File: src/core/dco_pkg.sv
// dco_pkg: constants for the dc-offset calibration control word.
// assumes a 32-bit word delivered whole by the serial front end.
package dco_pkg;
    localparam int          WORD_W          = 32;
    localparam logic [31:0] CTRL_RESET      = 32'h67493a5d;
    localparam logic [4:0]  CTRL_ADDR_CODE  = 5'h1d;
    localparam int          ADDR_LSB        = 0;
    localparam int          ADDR_W          = 5;
    localparam int          RX_CAL_POS      = 5;
    localparam int          RX_DEMOD_LSB    = 6;
    localparam int          RX_IMIX_LSB     = 8;
    localparam int          RX_QMIX_LSB     = 10;
    localparam int          RX_RANGE_LSB    = 12;
    localparam int          RX_DIV_LSB      = 14;
    localparam int          RX_LOOP_EN_POS  = 17;
    localparam int          XP_CAL_POS      = 18;
    localparam int          XP_DEMOD_LSB    = 19;
    localparam int          XP_IMIX_LSB     = 21;
    localparam int          XP_QMIX_LSB     = 23;
    localparam int          XP_RANGE_LSB    = 25;
    localparam int          XP_DIV_LSB      = 27;
    localparam int          XP_PWD_POS      = 31;
    localparam int          DIV_W           = 3;
    localparam int          CNT_W           = 8;
    localparam int          CAL_TICKS       = 64;
endpackage : dco_pkg

File: src/core/dco_ctrl.sv
// dco_ctrl: dc-offset calibration control word and its loop control.
// assumes wr_valid marks a complete 32-bit word from the serial front end.
`timescale 1ns/100ps
`default_nettype none
// What this block does
// - writing 1 to bit 5 starts rx calibration; bit self-clears when done.
// - writing 1 to bit 18 starts xpol calibration; bit self-clears when done.
// - bits 14-16 set rx correction-loop clock divide ratio.
// - bits 27-29 set xpol correction-loop clock divide ratio.
// - bit 31 high powers down xpol loop; resets to active.
// - bit 17 high enables rx baseband offset loop; resets to 0.
// - bits 12-13 give rx correction dac range; reset value 11.
// - bits 25-26 give xpol correction dac range; reset value 11.
// - rx demod current, i and q mixer bias codes held and driven out.
// - xpol demod current, i and q mixer bias codes held and driven out.
module dco_ctrl #(
    parameter int CAL_LEN = dco_pkg::CAL_TICKS
) (
    input  wire logic                       sys_clk,
    input  wire logic                       reset,
    input  wire logic                       wr_valid,
    input  wire logic [dco_pkg::WORD_W-1:0] wr_data,
    input  wire logic                       div_tick,
    output logic      [dco_pkg::WORD_W-1:0] ctrl_word,
    output logic                            rx_loop_active,
    output logic                            xpol_loop_active,
    output logic                            rx_loop_tick,
    output logic                            xpol_loop_tick,
    output logic                            rx_cal_busy,
    output logic                            xpol_cal_busy,
    output logic      [1:0]                 rx_offset_dac_range,
    output logic      [1:0]                 xpol_offset_dac_range,
    output logic      [1:0]                 rx_demod_current,
    output logic      [1:0]                 rx_inphase_mixer_bias,
    output logic      [1:0]                 rx_quadrature_mixer_bias,
    output logic      [1:0]                 xpol_demod_current,
    output logic      [1:0]                 xpol_inphase_mixer_bias,
    output logic      [1:0]                 xpol_quadrature_mixer_bias
);
    import dco_pkg::*;

    logic [WORD_W-1:0] next_ctrl_word;
    logic              hit;
    logic              rx_start;
    logic              xpol_start;
    logic              rx_done;
    logic              xpol_done;
    logic              rx_busy_int;
    logic              xpol_busy_int;
    logic              rx_tick_int;
    logic              xpol_tick_int;

    // words for other registers are ignored
    assign hit        = wr_valid && (wr_data[ADDR_LSB +: ADDR_W] == CTRL_ADDR_CODE);
    assign rx_start   = hit && wr_data[RX_CAL_POS];
    assign xpol_start = hit && wr_data[XP_CAL_POS];

    always_comb begin
        next_ctrl_word = ctrl_word;
        if (rx_done) begin
            next_ctrl_word[RX_CAL_POS] = 1'b0;
        end
        if (xpol_done) begin
            next_ctrl_word[XP_CAL_POS] = 1'b0;
        end
        // a fresh write lands after the clear, so a start written in the same cycle as rx_done or xpol_done is kept
        if (hit) begin
            next_ctrl_word = wr_data;
            if (!wr_data[RX_CAL_POS] && rx_busy_int && !rx_done) begin
                next_ctrl_word[RX_CAL_POS] = 1'b1;
            end
            if (!wr_data[XP_CAL_POS] && xpol_busy_int && !xpol_done) begin
                next_ctrl_word[XP_CAL_POS] = 1'b1;
            end
        end
    end

    // rx loop clock divider and calibration
    dco_loop_unit #(
        .CAL_LEN (CAL_LEN)
    ) u_rx_loop (
        .sys_clk    (sys_clk),
        .reset      (reset),
        .div_tick   (div_tick),
        .divide_sel (ctrl_word[RX_DIV_LSB +: DIV_W]),
        .cal_start  (rx_start),
        .loop_tick  (rx_tick_int),
        .cal_busy   (rx_busy_int),
        .cal_done   (rx_done)
    );

    // xpol loop clock divider and calibration
    dco_loop_unit #(
        .CAL_LEN (CAL_LEN)
    ) u_xpol_loop (
        .sys_clk    (sys_clk),
        .reset      (reset),
        .div_tick   (div_tick),
        .divide_sel (ctrl_word[XP_DIV_LSB +: DIV_W]),
        .cal_start  (xpol_start),
        .loop_tick  (xpol_tick_int),
        .cal_busy   (xpol_busy_int),
        .cal_done   (xpol_done)
    );

    always_ff @(posedge sys_clk or posedge reset) begin
        if (reset) begin
            // ranges reset to 11 within the reset word
            ctrl_word        <= CTRL_RESET;
            rx_loop_active   <= CTRL_RESET[RX_LOOP_EN_POS];
            xpol_loop_active <= !CTRL_RESET[XP_PWD_POS];
            rx_loop_tick     <= 1'b0;
            xpol_loop_tick   <= 1'b0;
            rx_cal_busy      <= 1'b0;
            xpol_cal_busy    <= 1'b0;
        end else begin
            ctrl_word        <= next_ctrl_word;
            rx_loop_active   <= next_ctrl_word[RX_LOOP_EN_POS];
            xpol_loop_active <= !next_ctrl_word[XP_PWD_POS];
            rx_loop_tick     <= rx_tick_int;
            xpol_loop_tick   <= xpol_tick_int;
            rx_cal_busy      <= rx_busy_int;
            xpol_cal_busy    <= xpol_busy_int;
        end
    end

    // field views are slices of the control flop, no extra logic
    // rx dac range
    assign rx_offset_dac_range        = ctrl_word[RX_RANGE_LSB +: 2];
    assign xpol_offset_dac_range      = ctrl_word[XP_RANGE_LSB +: 2];
    assign rx_demod_current           = ctrl_word[RX_DEMOD_LSB +: 2];
    assign rx_inphase_mixer_bias      = ctrl_word[RX_IMIX_LSB +: 2];
    assign rx_quadrature_mixer_bias   = ctrl_word[RX_QMIX_LSB +: 2];
    assign xpol_demod_current         = ctrl_word[XP_DEMOD_LSB +: 2];
    assign xpol_inphase_mixer_bias    = ctrl_word[XP_IMIX_LSB +: 2];
    assign xpol_quadrature_mixer_bias = ctrl_word[XP_QMIX_LSB +: 2];
endmodule : dco_ctrl
`default_nettype wire

File: src/core/dco_loop_unit.sv
// dco_loop_unit: loop clock divider and autocalibration sequencer.
// assumes div_tick is a one-cycle pulse from the internal clock divider.
`timescale 1ns/100ps
`default_nettype none
module dco_loop_unit #(
    parameter int CAL_LEN = dco_pkg::CAL_TICKS
) (
    input  wire logic                      sys_clk,
    input  wire logic                      reset,
    input  wire logic                      div_tick,
    input  wire logic [dco_pkg::DIV_W-1:0] divide_sel,
    input  wire logic                      cal_start,
    output logic                           loop_tick,
    output logic                           cal_busy,
    output logic                           cal_done
);
    import dco_pkg::*;

    typedef enum logic [0:0] {DCO_IDLE, DCO_RUN} dco_cal_state_t;

    dco_cal_state_t     state,     next_state;
    logic [CNT_W-1:0]   div_cnt,   next_div_cnt;
    logic [CNT_W-1:0]   cal_cnt,   next_cal_cnt;
    logic               next_loop_tick;
    logic               next_cal_done;
    logic               next_cal_busy;
    logic [CNT_W-1:0]   div_last;

    // divide ratio is a power of two of the select field
    assign div_last = CNT_W'((1 << divide_sel) - 1);

    always_comb begin
        next_div_cnt   = div_cnt;
        next_loop_tick = 1'b0;
        if (div_tick) begin
            if (div_cnt >= div_last) begin
                next_div_cnt   = '0;
                next_loop_tick = 1'b1;
            end else begin
                next_div_cnt = CNT_W'(div_cnt + 1'b1);
            end
        end
    end

    always_comb begin
        next_state    = state;
        next_cal_cnt  = cal_cnt;
        next_cal_done = 1'b0;
        unique case (state)
            DCO_IDLE: begin
                if (cal_start) begin
                    next_state   = DCO_RUN;
                    next_cal_cnt = '0;
                end
            end
            DCO_RUN: begin
                // calibration paced by the loop clock it tunes
                if (loop_tick) begin
                    if (cal_cnt == CNT_W'(CAL_LEN - 1)) begin
                        next_state    = DCO_IDLE;
                        next_cal_done = 1'b1;
                    end else begin
                        next_cal_cnt = CNT_W'(cal_cnt + 1'b1);
                    end
                end
            end
        endcase
        // busy tracks the state it will hold after this edge
        next_cal_busy = (next_state == DCO_RUN);
    end

    always_ff @(posedge sys_clk or posedge reset) begin
        if (reset) begin
            state     <= DCO_IDLE;
            div_cnt   <= '0;
            cal_cnt   <= '0;
            loop_tick <= 1'b0;
            cal_done  <= 1'b0;
            cal_busy  <= 1'b0;
        end else begin
            state     <= next_state;
            div_cnt   <= next_div_cnt;
            cal_cnt   <= next_cal_cnt;
            loop_tick <= next_loop_tick;
            cal_done  <= next_cal_done;
            cal_busy  <= next_cal_busy;
        end
    end
endmodule : dco_loop_unit
`default_nettype wire

File: config.mk
export PLATFORM = sky130hd
export DESIGN_NAME = dco_ctrl
export DESIGN_NICKNAME = d
export VERILOG_FILES = /design/src/core/dco_pkg.sv /design/src/core/dco_ctrl.sv /design/src/core/dco_loop_unit.sv
export SDC_FILE = /design/constraint.sdc
export NUM_CORES = 1
export LEC_CHECK = 0
export BUFFER_PORTS_ARGS = -buffer_cell sky130_fd_sc_hd__buf_4
export CELL_PAD_IN_SITES_DETAIL_PLACEMENT = 0
export CELL_PAD_IN_SITES_GLOBAL_PLACEMENT = 1
export CORE_MARGIN = 2
export CORE_UTILIZATION = 37
export CTS_BUF_LIST = sky130_fd_sc_hd__clkbuf_4 sky130_fd_sc_hd__clkbuf_8 sky130_fd_sc_hd__clkbuf_16
export DETAILED_ROUTE_END_ITERATION = 6
export GPL_ROUTABILITY_DRIVEN = 0
export HOLD_SLACK_MARGIN = 0.15
export PLACE_DENSITY_LB_ADDON = 0.1
export SLEW_MARGIN = 20
export SYNTH_ARGS = -nofsm -noshare
export SYNTH_HDL_FRONTEND = slang
export SYNTH_SLANG_ARGS = --single-unit
File: constraint.sdc
create_clock -name sys_clk -period 3.2 [get_ports sys_clk]
set_clock_uncertainty 0.1 [all_clocks]
set_input_delay 0.32 -clock sys_clk [delete_from_list [all_inputs] [get_ports sys_clk]]
set_output_delay 0.32 -clock sys_clk [all_outputs]
set_load 0.1 [all_outputs]
# After elaboration in Yosys (flattened, before gate mapping)
# Cells that the tools add are included.
[word_totals]
wordCells = 90
in_bits = 36
register_bits = 76
out_inout_bits = 54
[op_classes]
n_reduce_logical = 16
bitwise = 2
n_shift = 2
mux = 33
n_addsub = 6
magnitude_cmp = 2
n_eq_ne = 9
[ops]
columns = ["op", "n"]
rows = [
  ["2-to-1 mux 8 bit", 8],
  ["adder 8 x 1 -> 8 bit, second input constant", 4],
  ["2-to-1 mux 32 bit", 1],
  ["one-hot mux 8 bit (2 select lines)", 2],
  ["2-to-1 mux 1 bit", 20],
  ["== test 8 x 6 -> 1 bit, second input constant", 2],
  ["greater-or-equal comparator 8 bit", 2],
  ["left shift 1 x 3 -> 8 bit, first input constant", 2],
  ["subtractor 8 x 2 -> 8 bit, second input constant", 2],
  ["logical AND 1 bit", 7],
  ["inequality test 2 x 1 -> 1 bit, second input constant", 3],
  ["inequality test 2 bit, second input constant", 3],
  ["AND reduction 3 bit", 2],
  ["== test 5 bit, second input constant", 1],
  ["zero test 1 bit", 5],
  ["one-hot mux 1 bit (2 select lines)", 2],
  ["nonzero test 2 bit", 2],
  ["inverter 1 bit", 2],
]

# Longest topological paths before layout
# Gate-level depths: netlist of run 1.
[depth]
depth_word = 6
depth_mapped = 13
mapped_depth_nobuf = 12

# Cells and area by module
# Synthesis of run 1 repeated with hierarchy kept, for this count alone.
[hier_totals]
cells_unflattened = 336
area_unflattened_um2 = 3779.9
[by_module_without_submodules]
columns = ["mod", "cells_per_inst", "seq_area_each_um2", "area_each_um2", "instances"]
rows = [
  ["dco_ctrl", 103, 948.4, 1539.0, 1],
  ["dco_loop_unit (u_rx_loop)", 118, 475.5, 1129.8, 1],
  ["dco_loop_unit (u_xpol_loop)", 115, 475.5, 1111.1, 1],
]

# Least setup slack after synthesis of run 1
# No wires, ideal clock.
[synth_path]
path_type = "register to register"
from = "register ctrl_word[14] (netlist name)"
to = "register u_rx_loop.div_cnt[3]"
period_less_slack_ns = 3.480
setup_time_ns = 0.146
arrival_ns = 3.234
n_path_buf = 1
t_required_ns = 2.954
path_stages_with_launch = 12
setup_slack_ns = -0.280
path_cell_list = "dfrtp_1 > or3_1 > ha_1 > clkbuf_1 > xor2_1 > nor2_1 > a21oi_1 > ha_1 > nand4_1 > o31ai_1 > o21ai_0 > o2bb2ai_1"
[synth_between]
elab_chain_cells = 4
[synth_lines]
columns = ["element", "line", "source"]
rows = [
  ["start: declaration", "dco_ctrl.sv:24", "output logic [dco_pkg::WORD_W-1:0] ctrl_word,"],
  ["start signal: assignment", "dco_ctrl.sv:117", "ctrl_word <= next_ctrl_word;"],
  ["left shift 1 x 3 -> 8 bit", "dco_loop_unit.sv:30", "assign div_last = CNT_W'((1 << divide_sel) - 1);"],
  ["subtractor 8 x 2 -> 8 bit", "dco_loop_unit.sv:30", ""],
  ["greater-or-equal comparator 8 bit", "dco_loop_unit.sv:36", "if (div_cnt >= div_last) begin"],
  ["2-to-1 mux 8 bit", "dco_loop_unit.sv:36", ""],
  ["end signal: assignment", "dco_loop_unit.sv:82", "div_cnt <= next_div_cnt;"],
  ["end: declaration", "dco_loop_unit.sv:22", "logic [CNT_W-1:0] div_cnt, next_div_cnt;"],
]
# Every way passes these cells.
# A chain may end at the register's enable or synchronous reset.

# Final worst setup path of run 1
[layout_path]
from = "register ctrl_word[29] (netlist name)"
to = "register u_xpol_loop.div_cnt[3]"
[layout_between]
elab_chain_cells = 4
[layout_lines]
columns = ["element", "line"]
rows = [
  ["left shift 1 x 3 -> 8 bit", "dco_loop_unit.sv:30"],
  ["subtractor 8 x 2 -> 8 bit", "dco_loop_unit.sv:30"],
  ["greater-or-equal comparator 8 bit", "dco_loop_unit.sv:36"],
  ["2-to-1 mux 8 bit", "dco_loop_unit.sv:36"],
  ["end signal: assignment", "dco_loop_unit.sv:82"],
  ["end: declaration", "dco_loop_unit.sv:22"],
]
# Every way passes these cells.

==> impl_metrics.yaml, run 1 <==
worst_hold_path:
  hp-class: "in2reg"
synthesis:
  synth_edf_count: 0
  yosys_warnings: 0
  synth_top_cell_by_area: "dfrtp_1"
  yosysMostFrequentCell: "dfrtp_1"
  synth_top_flop_cell: "dfrtp_1"
  yosysSeqAreaShare: 0.494
  synth_area_per_cell_um2: 10.5
  synth_common_cells: "dfrtp_1 (57), nand2_1 (30), ha_1 (22)"
  netlist.area_leader.share: 0.371
  post_synth_inst_count: 366
  synth_area_leaders: "dfrtp_1 (37%), dfstp_2 (12%), ha_1 (7.2%)"
  ys_seq_elements: 75
  synth.distinct_cells: 44
  ys_async_sr_fraction: 1.00
  syn-cell-area_um2: 3840
finish:
  utilization: 0.501
  drive_gt1_frac: 0.349
  n_antenna_cell: 0
  nets: 531
  area_growth_pct: 32.7
sta:
  period_needed_ps: 3060
  hold_viol_final: 0
  relSlewSlack: 0.581
  finalSetupViolCount: 0
  whs_ps: 242
  period_share: 0.957
  tightest_slew_ps: 627
  setup_tns_ps: 0
  fmax_mhz: 326
  finalMaxSlewViolations: 0
clock_tree:
  worstSkewPairLatency_ps: 340
  htreeDepth: 3
  cts_buffers: 9
  clockRootBuffer: "clkbuf_8"
  cts_sinks: 75
  path_clk_slew_ps: 80
  postCtsSetupBuffers: 0
  cts_buffer_depth: 2
  tritoncts: "done"
pwr:
  ir_worst_vdd_v: 0.000434
  combPwrFrac: 0.487
  leakagePower_nw: 2.41
  finalPower_mw: 4.37
  pwr-share-clk: 0.176
  switching_share: 0.485
  seqPwrFrac: 0.337
  cellPowerDensity_nw_per_um2: 857
  power_switching_mw: 2.12
  intPower_mw: 2.25
global_routing:
  grt_pass1_vias: 2893
  grt_overflow: 0
  grt_pass1_wl_um: 13800
  grt_max_degree: 32
  grt.total_usage: 0.154
  antenna_found_initial: 0
critical_path:
  critPathTopFamily: "simple AND/OR/NAND/NOR gates"
  crit_buf_inv: 0
  path_class: "reg2reg"
  cp_slowest_stage_delay_ps: 520
  cp_max_fo: 10
  startpoint_type: "flip-flop"
  crit_slowest_cell: "or4b_1"
  path_cells: "or3_1 -> ha_2 -> xor2_1 -> ha_1 -> a211o_1 -> a31oi_2 -> o31ai_4 -> or4b_1 -> o221ai_1"
  cp.arrival_ps: 3220
  cp.required_ps: 3350
  end_kind: "flip-flop"
drt:
  drc_errors: 0
  antenna_left: 0
  vias_per_cell: 4.90
  avgRoutedWirePerCell_um: 13.3
  drtIter0Drc: 92
  vias: 3011
  first_pass_iters: 4
  drt_wl_total_um: 8160
floorplan:
  core-area_um2: 10200
  dieArea_um2: 11200
  die_w_um: 106
  die_y_um: 106
  rows: 37
  start_util: 0.378
  num_io_pins: 90
placement:
  hpwlAfterDp_um: 5740
  port_buffers: 89
job:
  maxCapViolations: 0
run_status:
  outcome: "finished clean"
## cell type report
cell class / count / area, um^2
Clock buffer: 12 / 165
Clock inverter: 4 / 47.5
Fill cell: 948 / 5080
Inverter: 15 / 56.3
Multi-Input combinational cell: 250 / 1770
Sequential cell: 75 / 1910
Tap cell: 136 / 170
Timing Repair Buffer: 122 / 986
## power groups by stage
stage | logic [mW] | registers (mW) | clock network (mW)
floorplan | 1.05 | 2.14 | 0
global placement | 2.07 | 1.48 | 0
detailed placement | 2.10 | 1.49 | 0
CTS | 2.13 | 1.47 | 0.803
global route | 2.29 | 1.52 | 0.838
finish | 2.13 | 1.47 | 0.772
## routing by layer
metal / track usage / up-vias / wire length [um]
met5: 0 / - / 0
met4: 0.0620 / 0 / 113
met3: 0.0258 / 8 / 291
met2: 0.247 / 58 / 3900
met1: 0.208 / 1442 / 3860
li1: - / 1503 / -
## placed cells by master, fill, tap and decap left out, types with 6 or more instances in the layout
| cell type | n |
|---|---|
| buf_4 | 94 |
| dfrtp_1 | 53 |
| nand2_1 | 30 |
| dlygate4sd3_1 | 28 |
| o21ai_0 | 21 |
| nand3_1 | 21 |
| ha_1 | 21 |
| mux2_2 | 20 |
| nor2_1 | 19 |
| dfstp_2 | 17 |
| inv_1 | 14 |
| a21oi_1 | 12 |
| clkbuf_8 | 12 |
| and3_1 | 9 |
| nand4_1 | 8 |
| xor2_1 | 7 |
| nor3_1 | 7 |
| nand3b_1 | 6 |
## final timing paths
kind	start	slack [ps]	cells after the start	end
max	ctrl_word[29]	140	9	u_xpol_loop.div_cnt[3]
max reg2reg	ctrl_word[29]	140	9	u_xpol_loop.div_cnt[3]
min reg2reg	ctrl_word[31]	340	1	xpol_loop_active
max in group asynchronous	reset	1640	4	ctrl_word[19]
min in group asynchronous	reset	530	3	ctrl_word[17]
min	div_tick	240	3	u_xpol_loop.div_cnt[1]
## what timing repair did
action,in CTS,in global routing
setup endpoints to repair,0,8
resized for setup,0,3
hold buffers,28,0
endpoints found under the hold margin,53,0
## registers in the layout, summed over array words and instances, names as in the netlist
register	count
xpol_loop_tick	1
u_rx_loop.loop_tick	1
xpol_loop_active	1
u_rx_loop.cal_busy	1
u_rx_loop.div_cnt	8
u_xpol_loop.div_cnt	8
rx_loop_tick	1
u_xpol_loop.cal_cnt	8
u_xpol_loop.cal_busy	1
rx_cal_busy	1
ctrl_word	32
xpol_cal_busy	1
u_xpol_loop.loop_tick	1
u_xpol_loop.cal_done	1
u_rx_loop.cal_cnt	8
u_rx_loop.cal_done	1
## cell families after synthesis
logic type	Yosys count	synth area share
simple gates	121	0.164
flops	75	0.494
compound gates	71	0.118
buf+inv	42	0.0589
mux	24	0.0690
fa+ha+maj	22	0.0716
xor+xnor	10	0.0228
other cells	1	0.000975
## worst min-delay path: stages
cell,delay (ps)
buf_4,180
nand2_1,80
o22ai_1,60
## stage by stage
step	instances	cell area (um^2)	worst slack, ps
floorplan	367	3880	11.3
global placement	570	4590	177
detailed placement	570	4590	77.6
CTS	614	5090	54.1
global route	614	5100	-4.11
finish	614	5100	137
Note: power is estimated with default switching activity, not from simulation.
==> run 2: changes to the inputs <==
CORE_MARGIN = 4   (was 2)
clock period = 2.5 ns   (was 3.2 ns; I/O delays follow)
==> impl_metrics.yaml, run 2 (synthesis results as in run 1) <==
worst_hold_path:
  hp-class: "in2reg"
critical_path:
  critPathTopFamily: "simple AND/OR/NAND/NOR gates"
  path_class: "reg2reg"
  startpoint_type: "flip-flop"
  crit_buf_inv: 0
  path_cells: "or3_4 -> ha_4 -> xor2_1 -> nor2_1 -> a21oi_1 -> ha_1 -> a211o_1 -> a21oi_2 -> o31ai_4 -> or4b_1 -> o221ai_1"
  end_kind: "flip-flop"
  cp.required_ps: 2660
  crit_slowest_cell: "dfstp_4"
  cp_max_fo: 5
  cp.arrival_ps: 2990
  cp_slowest_stage_delay_ps: 480
drt:
  drc_errors: 0
  first_pass_iters: 4
  antenna_left: 0
  vias_per_cell: 4.85
  drt_wl_total_um: 8440
  avgRoutedWirePerCell_um: 13.4
  vias: 3067
  drtIter0Drc: 104
sta:
  finalSetupViolCount: 17
  finalWorstSetupSlack_ps: -324
  period_share: 1.13
  whs_ps: 306
  fmax_mhz: 354
  rsz0062_at_grt: "yes"
  hold_viol_final: 0
  period_needed_ps: 2820
  finalMaxSlewViolations: 0
pwr:
  pwr-share-clk: 0.191
  seqPwrFrac: 0.312
  ir_worst_vdd_v: 0.000639
  switching_share: 0.466
  power_switching_mw: 2.80
  finalPower_mw: 6.01
  combPwrFrac: 0.497
  cellPowerDensity_nw_per_um2: 1120
  leakagePower_nw: 2.54
  intPower_mw: 3.21
floorplan:
  die_w_um: 110
  rows: 36
  start_util: 0.386
  num_io_pins: 90
  die_y_um: 110
  dieArea_um2: 12100
  core-area_um2: 9950
finish:
  final_common_cell: "buf_4"
  most-common-layout-cells: "buf_4 (112), dfrtp_1 (53), nand2_1 (30)"
  top_register: "ctrl_word"
  area_growth_pct: 40.0
  n_antenna_cell: 0
  drive_gt1_frac: 0.391
  nets: 552
  largest_reg_flops: 32
global_routing:
  grt.total_usage: 0.143
  grt_max_degree: 76
  grt_pass1_vias: 2936
  grt_pass1_wl_um: 13600
  grt_overflow: 0
  antenna_found_initial: 0
run_status:
  violations: "negative setup slack"
  outcome: "complete, but fails checks"
clock_tree:
  htreeDepth: 3
  clockRootBuffer: "clkbuf_8"
  cts_buffers: 9
  cts_buffer_depth: 2
  cts_sinks: 75
  path_clk_slew_ps: 80
  tritoncts: "done"
  worstSkewPairLatency_ps: 350
placement:
  port_buffers: 89
  hpwlAfterDp_um: 5800
  pre_cts_ws_ps: -345
job:
  maxCapViolations: 0
## run 2: per-layer routing
layer / share of wire / wire [um] / global-route usage
met5: 0 / 0 / 0
met4: 0.0069 / 58 / 0.0401
met3: 0.041 / 345 / 0.0352
met2: 0.50 / 4190 / 0.237
met1: 0.46 / 3840 / 0.184
## run 2: worst min-delay path: stages
cell	delay (ps)
buf_4	90
nor3b_4	40
buf_4	180
nand2_1	80
o21ai_0	70
## run 2: stage by stage
step	TNS, ps	instances	util	area (um^2)
floorplan	-6400	367	-	3970
global placement	-2520	584	0.483	4810
detailed placement	-3290	584	0.483	4810
CTS	-2930	630	0.539	5370
global route	-4680	632	0.541	5380
finish	-2470	632	0.541	5380
## run 2: power groups by stage
stage	Combinational (mW)	Clock (mW)	Sequential (mW)
3_5_place_dp	2.92	0	1.90
5_1_grt	3.21	1.25	1.93
6_report	2.99	1.15	1.87
3_3_place_gp	2.89	0	1.89
4_1_cts	3.00	1.19	1.88
2_1_floorplan	1.42	0	2.75
## run 2: cell type report
class / count / area, um^2
inverter: 15 / 56.3
timing repair buffer: 143 / 1170
clock inverter: 6 / 113
fill: 889 / 4570
tap: 133 / 166
multi-input combinational: 250 / 1830
sequential: 75 / 1910
clock buffer: 10 / 131
## run 2: path summary, 6_finish.rpt
kind,from,slack [ps],cells after the start,to
max in group asynchronous,reset,1510,4,ctrl_word[16]
min,wr_data[1],310,5,ctrl_word[28]
min reg2reg,u_rx_loop.cal_done,330,1,ctrl_word[5]
min in group asynchronous,reset,450,4,ctrl_word[31]
max reg2reg,ctrl_word[29],-320,11,u_xpol_loop.div_cnt[3]
max,ctrl_word[29],-320,11,u_xpol_loop.div_cnt[3]
## run 2: what timing repair did
item,4_1_cts,5_1_grt
endpoints found under the setup margin,18,18
endpoints found under the hold margin,89,0
pin swaps,13,3
hold buffers,29,0
buffers inserted,1,2
gates cloned,0,0
gates resized for setup,3,1
